$ cat src/verilog/mad_pkg.sv
package mad_pkg;
  localparam int WORD_W = 16;
  localparam int NANO_W = 56;
  localparam int ALT_W = 14;
  localparam int CTR_W = 8;
  localparam int SAR_W = 6;
  // bus register byte addresses
  localparam logic [7:0] ADDR_CTRL = 8'h00;
  localparam logic [7:0] ADDR_OPND = 8'h04;
  localparam logic [7:0] ADDR_RES = 8'h08;
  localparam logic [7:0] ADDR_STAT = 8'h0c;
  localparam logic [7:0] ADDR_NANO_LO = 8'h10;
  localparam logic [7:0] ADDR_NANO_HI = 8'h14;
  localparam logic [7:0] ADDR_ALT = 8'h18;
  localparam logic [7:0] ADDR_MPM = 8'h1c;
  localparam logic [7:0] ADDR_CNT = 8'h20;
  // nanoword bit positions (bit n of the nanoword sits at index n-1)
  localparam int NB_FN_LO = 27;
  localparam int NB_BCLK_LO = 36;
  localparam int NB_BCLK_HI = 48;
  localparam int NB_MIR = 40;
  localparam int NB_ALT = 41;
  localparam int NB_BR1 = 42;
  localparam int NB_BR2 = 43;
  // control register fields
  localparam int CF_MODE = 0;
  localparam int CF_XSEL = 1;
  localparam int CF_INH = 3;
  localparam int CF_BC8 = 4;
  localparam int CF_BC4 = 5;
  localparam int CF_TYPE1 = 6;
  localparam int CF_NTEST = 7;
  localparam int CF_ALTMP = 8;
  localparam int CF_ALTMC = 9;
  localparam int CF_APLS = 10;
  localparam int CF_BORC = 12;
  localparam logic [31:0] CTRL_RST = 32'h0000_0000;
  localparam logic [CTR_W-1:0] CTR_FULL = 8'hff;
  localparam logic [1:0] HTRANS_NONSEQ = 2'b10;
  typedef enum logic [1:0] {
    MAD_XS_ACC3 = 2'b00,
    MAD_XS_ACC2 = 2'b01,
    MAD_XS_ACC1 = 2'b10,
    MAD_XS_Z = 2'b11
  } mad_xsel_t;
  typedef struct packed {
    logic arith;
    logic [3:0] fn;
    logic inhibit;
  } mad_fn_t;
  typedef struct packed {
    logic [WORD_W-1:0] sum;
    logic ovf;
    logic all_true;
  } mad_res_t;
endpackage

$ cat src/verilog/mad_adder.sv
`timescale 1ns/1ps
module mad_adder import mad_pkg::*; (
  input wire logic [WORD_W-1:0] i_x,
  input wire logic [WORD_W-1:0] i_y,
  input wire mad_fn_t i_fn,
  output mad_res_t o_res
);
  logic [WORD_W-1:0] y_eff;
  logic [WORD_W-1:0] logic_out;
  logic [WORD_W:0] lo_sum;
  logic [WORD_W:0] hi_sum;
  logic cin;
  logic [WORD_W-1:0] sum;
  // carry only on the two "+1" operations
  assign cin = i_fn.arith && (i_fn.fn == 4'h3 || i_fn.fn == 4'hf);
  always_comb begin
    y_eff = i_y;
    case (i_fn.fn)
      4'h5: y_eff = i_x | i_y;
      4'ha: y_eff = i_x & i_y;
      4'hc, 4'hf: y_eff = ~i_y;
      default: y_eff = i_y;
    endcase
  end
  always_comb begin
    case (i_fn.fn)
      4'h1: logic_out = ~(i_x | i_y);
      4'h2: logic_out = ~i_x & i_y;
      4'h4: logic_out = ~(i_x & i_y);
      4'h6: logic_out = i_x ^ i_y;
      4'h7: logic_out = i_x & ~i_y;
      4'h8: logic_out = ~i_x | i_y;
      4'h9: logic_out = ~(i_x ^ i_y);
      4'hb: logic_out = i_x & i_y;
      4'hd: logic_out = i_x | ~i_y;
      4'he: logic_out = i_x | i_y;
      default: logic_out = '0;
    endcase
  end
  // low byte and high byte add separately so the byte carry can be gated
  assign lo_sum = {8'h00, 1'b0, i_x[7:0]} + {8'h00, 1'b0, y_eff[7:0]} + {16'h0000, cin};
  assign hi_sum = {1'b0, i_x[15:8], 8'h00} + {1'b0, y_eff[15:8], 8'h00}
    + {8'h00, (lo_sum[8] & ~i_fn.inhibit), 8'h00};
  assign sum = i_fn.arith ? {hi_sum[15:8], lo_sum[7:0]} : logic_out;
  assign o_res.sum = sum;
  assign o_res.ovf = i_fn.arith & hi_sum[16];
  assign o_res.all_true = &sum;
endmodule // mad_adder

$ cat src/verilog/mad_incr.sv
`timescale 1ns/1ps
module mad_incr import mad_pkg::*; (
  input wire logic [ALT_W-1:0] i_alt,
  input wire logic [ALT_W-1:0] i_mpm,
  input wire logic [1:0] i_alt_plus,
  input wire logic i_borc,
  output logic [ALT_W-1:0] o_next,
  output logic o_valid
);
  always_comb begin
    o_next = '0;
    o_valid = 1'b0;
    if (i_borc) begin
      o_next = i_mpm + 14'h0001;
      o_valid = 1'b1;
    end else if (i_alt_plus != 2'b00) begin
      o_next = i_alt + {12'h000, i_alt_plus};
      o_valid = 1'b1;
    end
  end
endmodule // mad_incr

$ cat src/verilog/mad_top.sv
`timescale 1ns/1ps
module mad_top import mad_pkg::*; (
  input wire logic i_core_clk,
  input wire logic i_rst,
  input wire logic i_hsel,
  input wire logic [31:0] i_haddr,
  input wire logic [1:0] i_htrans,
  input wire logic i_hwrite,
  input wire logic [2:0] i_hsize,
  input wire logic [31:0] i_hwdata,
  input wire logic i_hready,
  output logic [31:0] o_hrdata,
  output logic o_hreadyout,
  output logic o_hresp
);
  logic [31:0] ctrl_reg;
  logic [31:0] opnd_reg;
  logic [NANO_W-1:0] nano_reg;
  logic [ALT_W-1:0] mpm_reg;
  logic [WORD_W-1:0] acc1_reg, acc2_reg, acc3_reg;
  logic [WORD_W-1:0] b_reg, mir_reg, mar_reg;
  logic [ALT_W-1:0] alt_reg, incr_reg, mpc_reg;
  logic [CTR_W-1:0] ctr_reg, base1_reg, base2_reg;
  logic [SAR_W-1:0] sar_reg;
  logic cov_reg, npe_reg, ovf_reg, abt_reg, shift_reg;
  logic wr_pend_reg;
  logic [7:0] wr_addr_reg;
  logic [WORD_W-1:0] x_op, y_op, z_src, barrel;
  mad_fn_t fn;
  mad_res_t res;
  logic [ALT_W-1:0] inc_next;
  logic inc_valid;
  logic b_clk_en;
  logic [WORD_W-1:0] comp_mask;
  logic step;
  logic [31:0] rd_data;

  // z source: counter in the upper byte (bit 01 side), literal in the low byte
  assign z_src = {ctr_reg, opnd_reg[23:16]};
  always_comb begin
    case (mad_xsel_t'(ctrl_reg[CF_XSEL+:2]))
      MAD_XS_ACC3: x_op = acc3_reg;
      MAD_XS_ACC2: x_op = acc2_reg;
      MAD_XS_ACC1: x_op = acc1_reg;
      MAD_XS_Z: x_op = z_src;
      default: x_op = acc3_reg;
    endcase
  end
  // y source: operand word, or alt address zero-extended when operand bit 31 is set
  assign y_op = opnd_reg[31] ? {2'b00, alt_reg} : {opnd_reg[15:0]};

  assign fn.arith = ctrl_reg[CF_MODE];
  assign fn.fn = nano_reg[NB_FN_LO+:4];
  assign fn.inhibit = ctrl_reg[CF_INH];

  mad_adder u_adder (
    .i_x(x_op),
    .i_y(y_op),
    .i_fn(fn),
    .o_res(res)
  );

  mad_incr u_incr (
    .i_alt(alt_reg),
    .i_mpm(mpm_reg),
    .i_alt_plus(ctrl_reg[CF_APLS+:2]),
    .i_borc(ctrl_reg[CF_BORC]),
    .o_next(inc_next),
    .o_valid(inc_valid)
  );

  // barrel switch modelled as pass-through of the adder output
  assign barrel = res.sum;
  assign b_clk_en = |nano_reg[NB_BCLK_HI:NB_BCLK_LO];
  // bit n numbered from msb: bit 3 -> index 13 etc.
  assign comp_mask = ctrl_reg[CF_BC4] ? 16'h3333 : (ctrl_reg[CF_BC8] ? 16'h3030 : 16'h0000);

  // a micro step is a write to the control register
  assign step = wr_pend_reg && wr_addr_reg == ADDR_CTRL;

  // bus: zero wait states, writes captured from the data phase
  always_ff @(posedge i_core_clk or posedge i_rst) begin
    if (i_rst) begin
      wr_pend_reg <= 1'b0;
      wr_addr_reg <= 8'h00;
    end else if (i_hready) begin
      wr_pend_reg <= i_hsel && i_htrans == HTRANS_NONSEQ && i_hwrite;
      wr_addr_reg <= i_haddr[7:0];
    end
  end

  always_ff @(posedge i_core_clk or posedge i_rst) begin
    if (i_rst) begin
      ctrl_reg <= CTRL_RST;
      opnd_reg <= '0;
      nano_reg <= '0;
      mpm_reg <= '0;
    end else if (wr_pend_reg) begin
      case (wr_addr_reg)
        ADDR_CTRL: ctrl_reg <= i_hwdata;
        ADDR_OPND: opnd_reg <= i_hwdata;
        ADDR_NANO_LO: nano_reg[31:0] <= i_hwdata;
        ADDR_NANO_HI: nano_reg[NANO_W-1:32] <= i_hwdata[NANO_W-33:0];
        ADDR_MPM: mpm_reg <= i_hwdata[ALT_W-1:0];
        default: ;
      endcase
    end
  end

  // datapath registers, clocked on each step
  always_ff @(posedge i_core_clk or posedge i_rst) begin
    if (i_rst) begin
      acc1_reg <= '0;
      acc2_reg <= '0;
      acc3_reg <= '0;
      b_reg <= '0;
      mir_reg <= '0;
      mar_reg <= '0;
      sar_reg <= '0;
      base1_reg <= '0;
      base2_reg <= '0;
    end else if (step) begin
      acc1_reg <= i_hwdata[16] ? barrel : acc1_reg;
      acc2_reg <= i_hwdata[17] ? barrel : acc2_reg;
      acc3_reg <= i_hwdata[18] ? barrel : acc3_reg;
      mar_reg <= i_hwdata[19] ? barrel : mar_reg;
      sar_reg <= i_hwdata[20] ? barrel[SAR_W-1:0] : sar_reg;
      if (b_clk_en) begin
        b_reg <= barrel | (res.ovf ? 16'h0000 : comp_mask);
      end
      if (nano_reg[NB_MIR]) begin
        mir_reg <= barrel;
      end
      if (nano_reg[NB_BR1]) begin
        base1_reg <= barrel[15:8];
      end
      if (nano_reg[NB_BR2]) begin
        base2_reg <= barrel[15:8];
      end
    end
  end

  // counter: load from barrel low byte on bit 21, else increment on bit 22; overflow when counting past full
  always_ff @(posedge i_core_clk or posedge i_rst) begin
    if (i_rst) begin
      ctr_reg <= '0;
      cov_reg <= 1'b0;
    end else if (step && i_hwdata[21]) begin
      ctr_reg <= barrel[CTR_W-1:0];
      cov_reg <= 1'b0;
    end else if (step && i_hwdata[22]) begin
      ctr_reg <= ctr_reg + 8'h01;
      if (ctr_reg == CTR_FULL) begin
        cov_reg <= 1'b1;
      end
    end
  end

  // alternate address, increment and count registers
  always_ff @(posedge i_core_clk or posedge i_rst) begin
    if (i_rst) begin
      alt_reg <= '0;
      incr_reg <= '0;
      mpc_reg <= '0;
    end else if (step) begin
      if (i_hwdata[CF_ALTMP]) begin
        alt_reg <= mpm_reg;
      end else if (i_hwdata[CF_ALTMC]) begin
        alt_reg <= mpc_reg;
      end else if (nano_reg[NB_ALT]) begin
        alt_reg <= barrel[ALT_W-1:0];
      end
      if (inc_valid) begin
        incr_reg <= inc_next;
      end
      mpc_reg <= incr_reg;
    end
  end

  // condition flags from the adder, parity flag from the nanoword
  always_ff @(posedge i_core_clk or posedge i_rst) begin
    if (i_rst) begin
      ovf_reg <= 1'b0;
      abt_reg <= 1'b0;
      shift_reg <= 1'b0;
      npe_reg <= 1'b0;
    end else if (step) begin
      ovf_reg <= res.ovf;
      abt_reg <= res.all_true;
      shift_reg <= res.sum[WORD_W-1] ^ res.sum[0];
      // sticky until the next step that checks parity
      if (i_hwdata[CF_TYPE1] || i_hwdata[CF_NTEST]) begin
        npe_reg <= ~(^nano_reg);
      end
    end
  end

  always_comb begin
    rd_data = 32'h0000_0000;
    case (i_haddr[7:0])
      ADDR_CTRL: rd_data = ctrl_reg;
      ADDR_OPND: rd_data = opnd_reg;
      ADDR_RES: rd_data = {b_reg, res.sum};
      ADDR_STAT: rd_data = {24'h000000, shift_reg, res.sum[WORD_W-1], res.sum[0], b_clk_en,
        npe_reg, abt_reg, ovf_reg, cov_reg};
      ADDR_NANO_LO: rd_data = nano_reg[31:0];
      ADDR_NANO_HI: rd_data = {8'h00, nano_reg[NANO_W-1:32]};
      ADDR_ALT: rd_data = {2'b00, incr_reg, 2'b00, alt_reg};
      ADDR_MPM: rd_data = {2'b00, mpc_reg, 2'b00, mpm_reg};
      ADDR_CNT: rd_data = {base2_reg, base1_reg, ctr_reg, 2'b00, sar_reg};
      default: rd_data = 32'h0000_0000;
    endcase
  end

  always_ff @(posedge i_core_clk or posedge i_rst) begin
    if (i_rst) begin
      o_hrdata <= 32'h0000_0000;
    end else if (i_hready && i_hsel && i_htrans == HTRANS_NONSEQ && !i_hwrite) begin
      o_hrdata <= rd_data;
    end
  end

  assign o_hreadyout = 1'b1;
  assign o_hresp = 1'b0;
endmodule // mad_top
$ cat config.mk
export PLATFORM = sky130hd
export DESIGN_NAME = mad_top
export DESIGN_NICKNAME = d
export VERILOG_FILES = /design/src/verilog/mad_pkg.sv /design/src/verilog/mad_adder.sv /design/src/verilog/mad_incr.sv /design/src/verilog/mad_top.sv
export SDC_FILE = /design/constraint.sdc
export NUM_CORES = 1
export LEC_CHECK = 0
export BUFFER_PORTS_ARGS = -buffer_cell sky130_fd_sc_hd__buf_2
export CELL_PAD_IN_SITES_DETAIL_PLACEMENT = 1
export CELL_PAD_IN_SITES_GLOBAL_PLACEMENT = 1
export CORE_ASPECT_RATIO = 0.7
export CORE_MARGIN = 4
export CORE_UTILIZATION = 53
export CTS_BUF_LIST = sky130_fd_sc_hd__clkbuf_8 sky130_fd_sc_hd__clkbuf_16
export CTS_CLUSTER_DIAMETER = 80
export DETAILED_ROUTE_END_ITERATION = 8
export GPL_ROUTABILITY_DRIVEN = 0
export PLACE_DENSITY = 0.88
export SLEW_MARGIN = 30
export SYNTH_ARGS = -nofsm -noshare
export SYNTH_HDL_FRONTEND = slang
export SYNTH_SLANG_ARGS = --single-unit
export TNS_END_PERCENT = 100
$ cat constraint.sdc
create_clock -name i_core_clk -period 21 [get_ports i_core_clk]
set_clock_uncertainty 0.1 [all_clocks]
set_input_delay 5.25 -clock i_core_clk [delete_from_list [all_inputs] [get_ports i_core_clk]]
set_output_delay 5.25 -clock i_core_clk [all_outputs]
set_load 0.005 [all_outputs]
Word-level counts from Yosys, hierarchy flattened

Index checks and enable logic that the tools add are counted.

Reductions and logical operators: 39
Equal/unequal tests: 32
Divide/modulo/power cells: 0
$lt $le $gt $ge: 0
Multiply operators: 0
Mux-type cells: 21
$add $sub $neg: 7
Bitwise operators: 18
Shift-type cells: 0

Operators by type and width:

| kind                                                | number |
|---|---|
| one-hot mux 32 bit (9 select lines)                 | 1 |
| one-hot mux 16 bit (10 select lines)                | 1 |
| two-way mux 14 bit                                  | 8 |
| NOT 16 bit                                          | 5 |
| one-hot mux 16 bit (4 select lines)                 | 1 |
| equality test 8 x 5 -> 1 bit, second input constant | 7 |
| parity 56 bit                                       | 1 |
| AND 16 bit                                          | 3 |
| OR 16 bit                                           | 3 |
| one-hot mux 16 bit (3 select lines)                 | 1 |
| equality test 4 bit, second input constant          | 8 |
| two-way mux 16 bit                                  | 2 |
| AND reduction 2 bit                                 | 16 |
| adder 16 x 16 -> 17 bit                             | 1 |
| adder 17 x 9 -> 17 bit                              | 1 |
| equality test 4 x 3 -> 1 bit, second input constant | 4 |
| equality test 8 x 3 -> 1 bit, second input constant | 2 |
| equality test 8 x 4 -> 1 bit, second input constant | 2 |
| logical NOT 8 bit                                   | 2 |
| two-way mux 8 bit                                   | 2 |
| OR 16 x 14 -> 16 bit                                | 1 |
| AND reduction 16 bit                                | 1 |
| XOR 16 bit                                          | 1 |
| adder 14 x 1 -> 14 bit, second input constant       | 1 |
| other kinds (22)                                    | 42 |

Memories: 0
Register bits: 316
Memory bits (writable): 0
Output and inout bits: 34
ROM bits: 0
Word-level logic and storage cells: 141
Latch bits: 0

Longest topological paths before layout

Depth in word-level cells: 12
Gate-level depth with buffers: 30
Mapped depth without buffers: 28

Cells and area by module

From an unflattened synthesis, not the netlist that was laid out.

Cell total of the unflattened synthesis: 1972
Area total of the unflattened synthesis: 19936.6 um2

By module, submodules not included:

| module    | times used | cells each | seq. area each (um2) | area each (um2) |
|---|---|---|---|---|
| mad_top   | 1          | 1344       | 7907.6               | 15394.8 |
| mad_adder | 1          | 538        | 0.0                  | 3893.7 |
| mad_incr  | 1          | 90         | 0.0                  | 648.1 |

Worst setup path before layout

OpenSTA, ideal clock, no wires.

Path kind: input to register
From: input i_haddr[0]
To: register o_hrdata[16]
Setup time: 66 ps
Stages: 9
Arrival time: 7035 ps
Setup slack: 13798 ps
Path buffers: 3
Path through: or3_1 -> clkbuf_1 -> or2_2 -> nor2_1 -> clkbuf_1 -> buf_2 -> a22oi_1 -> nand4_1 -> a22o_1

Word-level cells in the longest chain between the ends: 2

RTL lines:

| what                                                       | line           | text |
|---|---|---|
| from (decl)                                                | mad_top.sv:6   | `input wire logic [31:0] i_haddr,` |
| equality test 8 x 6 -> 1 bit, or another cell as far along | mad_top.sv:200 | `case (i_haddr[7:0])` |
| one-hot mux 32 bit (9 select lines) *                      | mad_top.sv:200 |  |
| to (signal assigned)                                       | mad_top.sv:219 | `o_hrdata <= rd_data;` |
| to (decl)                                                  | mad_top.sv:12  | `output logic [31:0] o_hrdata,` |

Mark *: on every way between the ends. The rest lies on a longest branch, timed or not.
A chain may end at the register's enable or synchronous reset.

Worst setup path in the final report

From: register nano_reg[29]
To: register abt_reg

Word-level cells in the longest chain between the ends: 9

RTL lines:

| what                                   | line                             | text |
|---|---|---|
| from (decl)                            | mad_top.sv:18                    | `logic [NANO_W-1:0] nano_reg;` |
| from (signal assigned)                 | mad_top.sv:102                   | `ADDR_NANO_LO: nano_reg[31:0] <= i_hwdata;` |
| from (signal, indexed assignment)      | mad_top.sv:103                   | `ADDR_NANO_HI: nano_reg[NANO_W-1:32] <= i_hwdata[NANO_W-33:0];` |
| equality test 4 bit (on tied branches) | mad_adder.sv:18, mad_adder.sv:15 |  |
| OR reduction 2 bit                     | mad_adder.sv:18                  | `case (i_fn.fn)` |
| one-hot mux 16 bit (3 select lines)    | mad_adder.sv:18                  |  |
| adder 8 x 8 -> 9 bit                   | mad_adder.sv:41                  | `assign lo_sum = {8'h00, 1'b0, i_x[7:0]} + {8'h00, 1'b0, y_eff[7:0]} + {16'h0000, cin};` |
| adder 9 x 1 -> 9 bit                   | mad_adder.sv:41                  |  |
| AND 1 bit                              | mad_adder.sv:43                  | `+ {8'h00, (lo_sum[8] & ~i_fn.inhibit), 8'h00};` |
| adder 17 x 9 -> 17 bit                 | mad_adder.sv:43                  |  |
| two-way mux 16 bit *                   | mad_adder.sv:44                  | `assign sum = i_fn.arith ? {hi_sum[15:8], lo_sum[7:0]} : logic_out;` |
| AND reduction 16 bit *                 | mad_adder.sv:47                  | `assign o_res.all_true = &sum;` |
| to (signal assigned)                   | mad_top.sv:189                   | `abt_reg <= res.all_true;` |
| to (decl)                              | mad_top.sv:25                    | `logic cov_reg, npe_reg, ovf_reg, abt_reg, shift_reg;` |

Marks and branches as above.

==> summary.md <==
| Metric | Value |
|---|---|
| Max IR drop VDD | 0.0668 mV |
| CTS hold repair buffers | 0 |
| First-pass GRT wire length | 117000 um |
| Die ar. | 38600 um^2 |
| Async set-reset flop share out of synthesis | 1.00 |
| Worst setup startpoint | nano_reg[29] |
| R2R Setup Slk | 13.02 ns |
| Root buffer cell | clkbuf_16 |
| Post_cts resized | 0 |
| # Post-CTS Setup Buffers | 0 |
| Min Tclk post-route | 7.98 ns |
| Outcome | finished, final reports clean |
| Post-synth top area share | 0.420 |
| Number of flops mapped to enable cells by yosys | 0 |
| Initial antenna violation count | 4 |
| Tot GR Track Use | 0.395 |
| Grt ovf | 0 |
| Yosys warns | 0 |
| Clock share of power | 0.409 |
| R2R Path End | abt_reg |
| Clk_lat worst skew | 0.58 ns |
| Critical path type | flip-flop to flip-flop |
| Worst hold-check path type | flip-flop to flip-flop |
| Num CTS Buffers | 29 |
| Remaining antenna violation count | 0 |
| IO Count | 108 |
| Synth area leaders | dfrtp_1, ha_1, mux2_2 |
| Internal power component | 968 uW |
| Drt wl/cell | 31.8 um |
| Worst Slack Setup Final | 13.02 ns |
| Fill cells | 3850 |
| R2R Path Start | nano_reg[29] |
| Syn nets | 2106 |
| P_leak | 0.00949 uW |
| Clock H-tree levels | 1 |
| Layout cell share with drive strength beyond 1 | 0.170 |
| Die Height | 166 um |
| PortBufs | 78 |
| Initial Util | 0.539 |
| Final setup fails | 0 |
| Maxcap violations | 0 |
| Yosys cell types | 84 |
| Worst-case clock buffer depth | 3 |
| Post-synth top cells | dfrtp_1, nand2_1, o21ai_0 |
| Core area | 34900 um^2 |
| Avg Cell Area, Syn | 9.73 um^2 |
| RSZ-0062 raised after global routing | false |
| Worst-path clk slew | 0.07 ns |
| Data arrival time of the critical path | 8.39 ns |
| Clk sinks | 316 |
| Synthesis-stage register bit count | 316 |
| Max reg flops | 56 |
| Fin Setup TNS | 0 ns |
| Post-synthesis cell area | 18800 um^2 |
| Main synth FF type | dfrtp_1 |
| Vias in the first global route | 18529 |
| DIE WIDTH | 233 um |
| CP endpoint kind | flip-flop |
| Drt drc | 0 |
| Final slew viol count | 0 |
| CP max stage cell | a41oi_2 |
| Post-synth top area cell | dfrtp_1 |
| Switching pwr | 379 uW |
| Sw Ratio | 0.281 |
| Combinational Power Share | 0.111 |
| Register area | 7910 um^2 |
| Nets | 2123 |
| Slew at the pin closest to its max-slew limit | 1.13 ns |
| Area of the multi-input gates | 10200 um^2 |
| Most frequent cell after synthesis | dfrtp_1 |
| Critical path's most frequent cell | fa_1 |
| CP required | 21.42 ns |
| HPWL Detailed | 50400 um |
| Crit path to | abt_reg |
| Drt first pass iters | 8 |
| Area Growth Syn to Fin | 9.35% |
| CP max stage delay | 0.86 ns |
| Reg power frac | 0.479 |
| Rows | 57 |
| Part of the cycle the worst path needs | 0.380 |
| PD cells | 65.5 nW/um^2 |
| Routed wire length | 77800 um |
| Starting DRT DRC Count | 2661 |
| CTS tree | built |
| Register area share after synthesis | 0.420 |
| Slew headroom | 0.248 |
| Final hold violations | 0 |
| Via count | 17763 |
| HP Start | ctrl_reg[24] |
| Mapped Cells | 1932 |
| FMAX | 125 MHz |
| Place WS | 12.91 ns |
| Worst Reg-to-Reg Cells | 27 |
| Critical Path Fanout Max | 63 |
| Largest net degree at the start of global routing | 133 |
| Routed vias/inst | 7.27 |
| CP Launch Type | flip-flop |
[worst min path at each step]
stage                    to  slack, ns  depth (start not counted)
6_report       ctrl_reg[24]       0.38                          2
3_5_place_dp   ctrl_reg[24]       0.36                          2
3_3_place_gp   acc2_reg[13]       0.36                          2
5_1_grt        acc1_reg[15]       0.41                          2
4_1_cts        ctrl_reg[24]       0.38                          2
2_1_floorplan  acc2_reg[10]       0.34                          2
[power groups by stage]
stage | Clock (uW) | Combinational, uW | Sequential (uW)
after floorplan | 0 | 93.2 | 646
after global placement | 0 | 131 | 653
after detailed placement | 0 | 139 | 655
after CTS | 546 | 145 | 644
after global routing | 576 | 158 | 646
final | 551 | 150 | 646
[logic make-up after synthesis]
group | after synthesis | share of synthesized area
compound gates | 506 | 0.188
xor+xnor | 88 | 0.0410
mux | 153 | 0.0991
buf+inv | 196 | 0.0448
simple gates | 571 | 0.137
fa+ha+maj | 100 | 0.0685
flops | 316 | 0.420
other cells | 2 | 0.000399
[worst max-delay path, delay by kind of cell (launching register included)]
| family | cells | cell delay [ns] |
|---|---|---|
| AO/OA/AOI/OAI | 9 | 2.59 |
| adder cells (fa/ha/maj) | 5 | 1.81 |
| buffers and inverters | 5 | 1.06 |
| flip-flops | 1 | 0.39 |
| AND/OR/NAND/NOR | 8 | 1.91 |
[layout make-up]
class,count,area share
antenna,3,0.000365
clock buffer,34,0.0386
clock inverter,17,0.00669
inverter,61,0.0117
multi-input combinational,1420,0.494
sequential,316,0.385
tap,472,0.0287
timing repair buffer,121,0.0354
[layout by cell type, fill, tap and decap left out, types with 64 or more instances in the layout]
master	n
ha_1	95
xnor2_1	70
dfrtp_1	314
buf_2	78
a21oi_1	79
nor2_1	107
nand2_1	289
inv_1	64
mux2_2	105
o21ai_0	127
a22oi_1	67
[per-stage QoR]
step	util	hold WS, ns	cell area (um^2)	total power (uW)	cells
after CTS	0.588	0.379	20500	1330	2439
after global routing	0.590	0.406	20600	1380	2444
after detailed placement	0.561	0.363	19600	794	2388
after global placement	0.561	0.356	19600	784	2388
after floorplan	-	0.340	18800	740	1932
final	0.590	0.380	20600	1350	2444
[per-layer routing]
metal / vias to the layer above / wire [um] / global-route usage
met4: 0 / 4950 / 0.209
met3: 368 / 10700 / 0.133
met5: - / 0 / 0
met2: 1498 / 33600 / 0.578
li1: 7012 / - / -
met1: 8885 / 28500 / 0.520
Note: power is estimated with default switching activity, not from simulation.
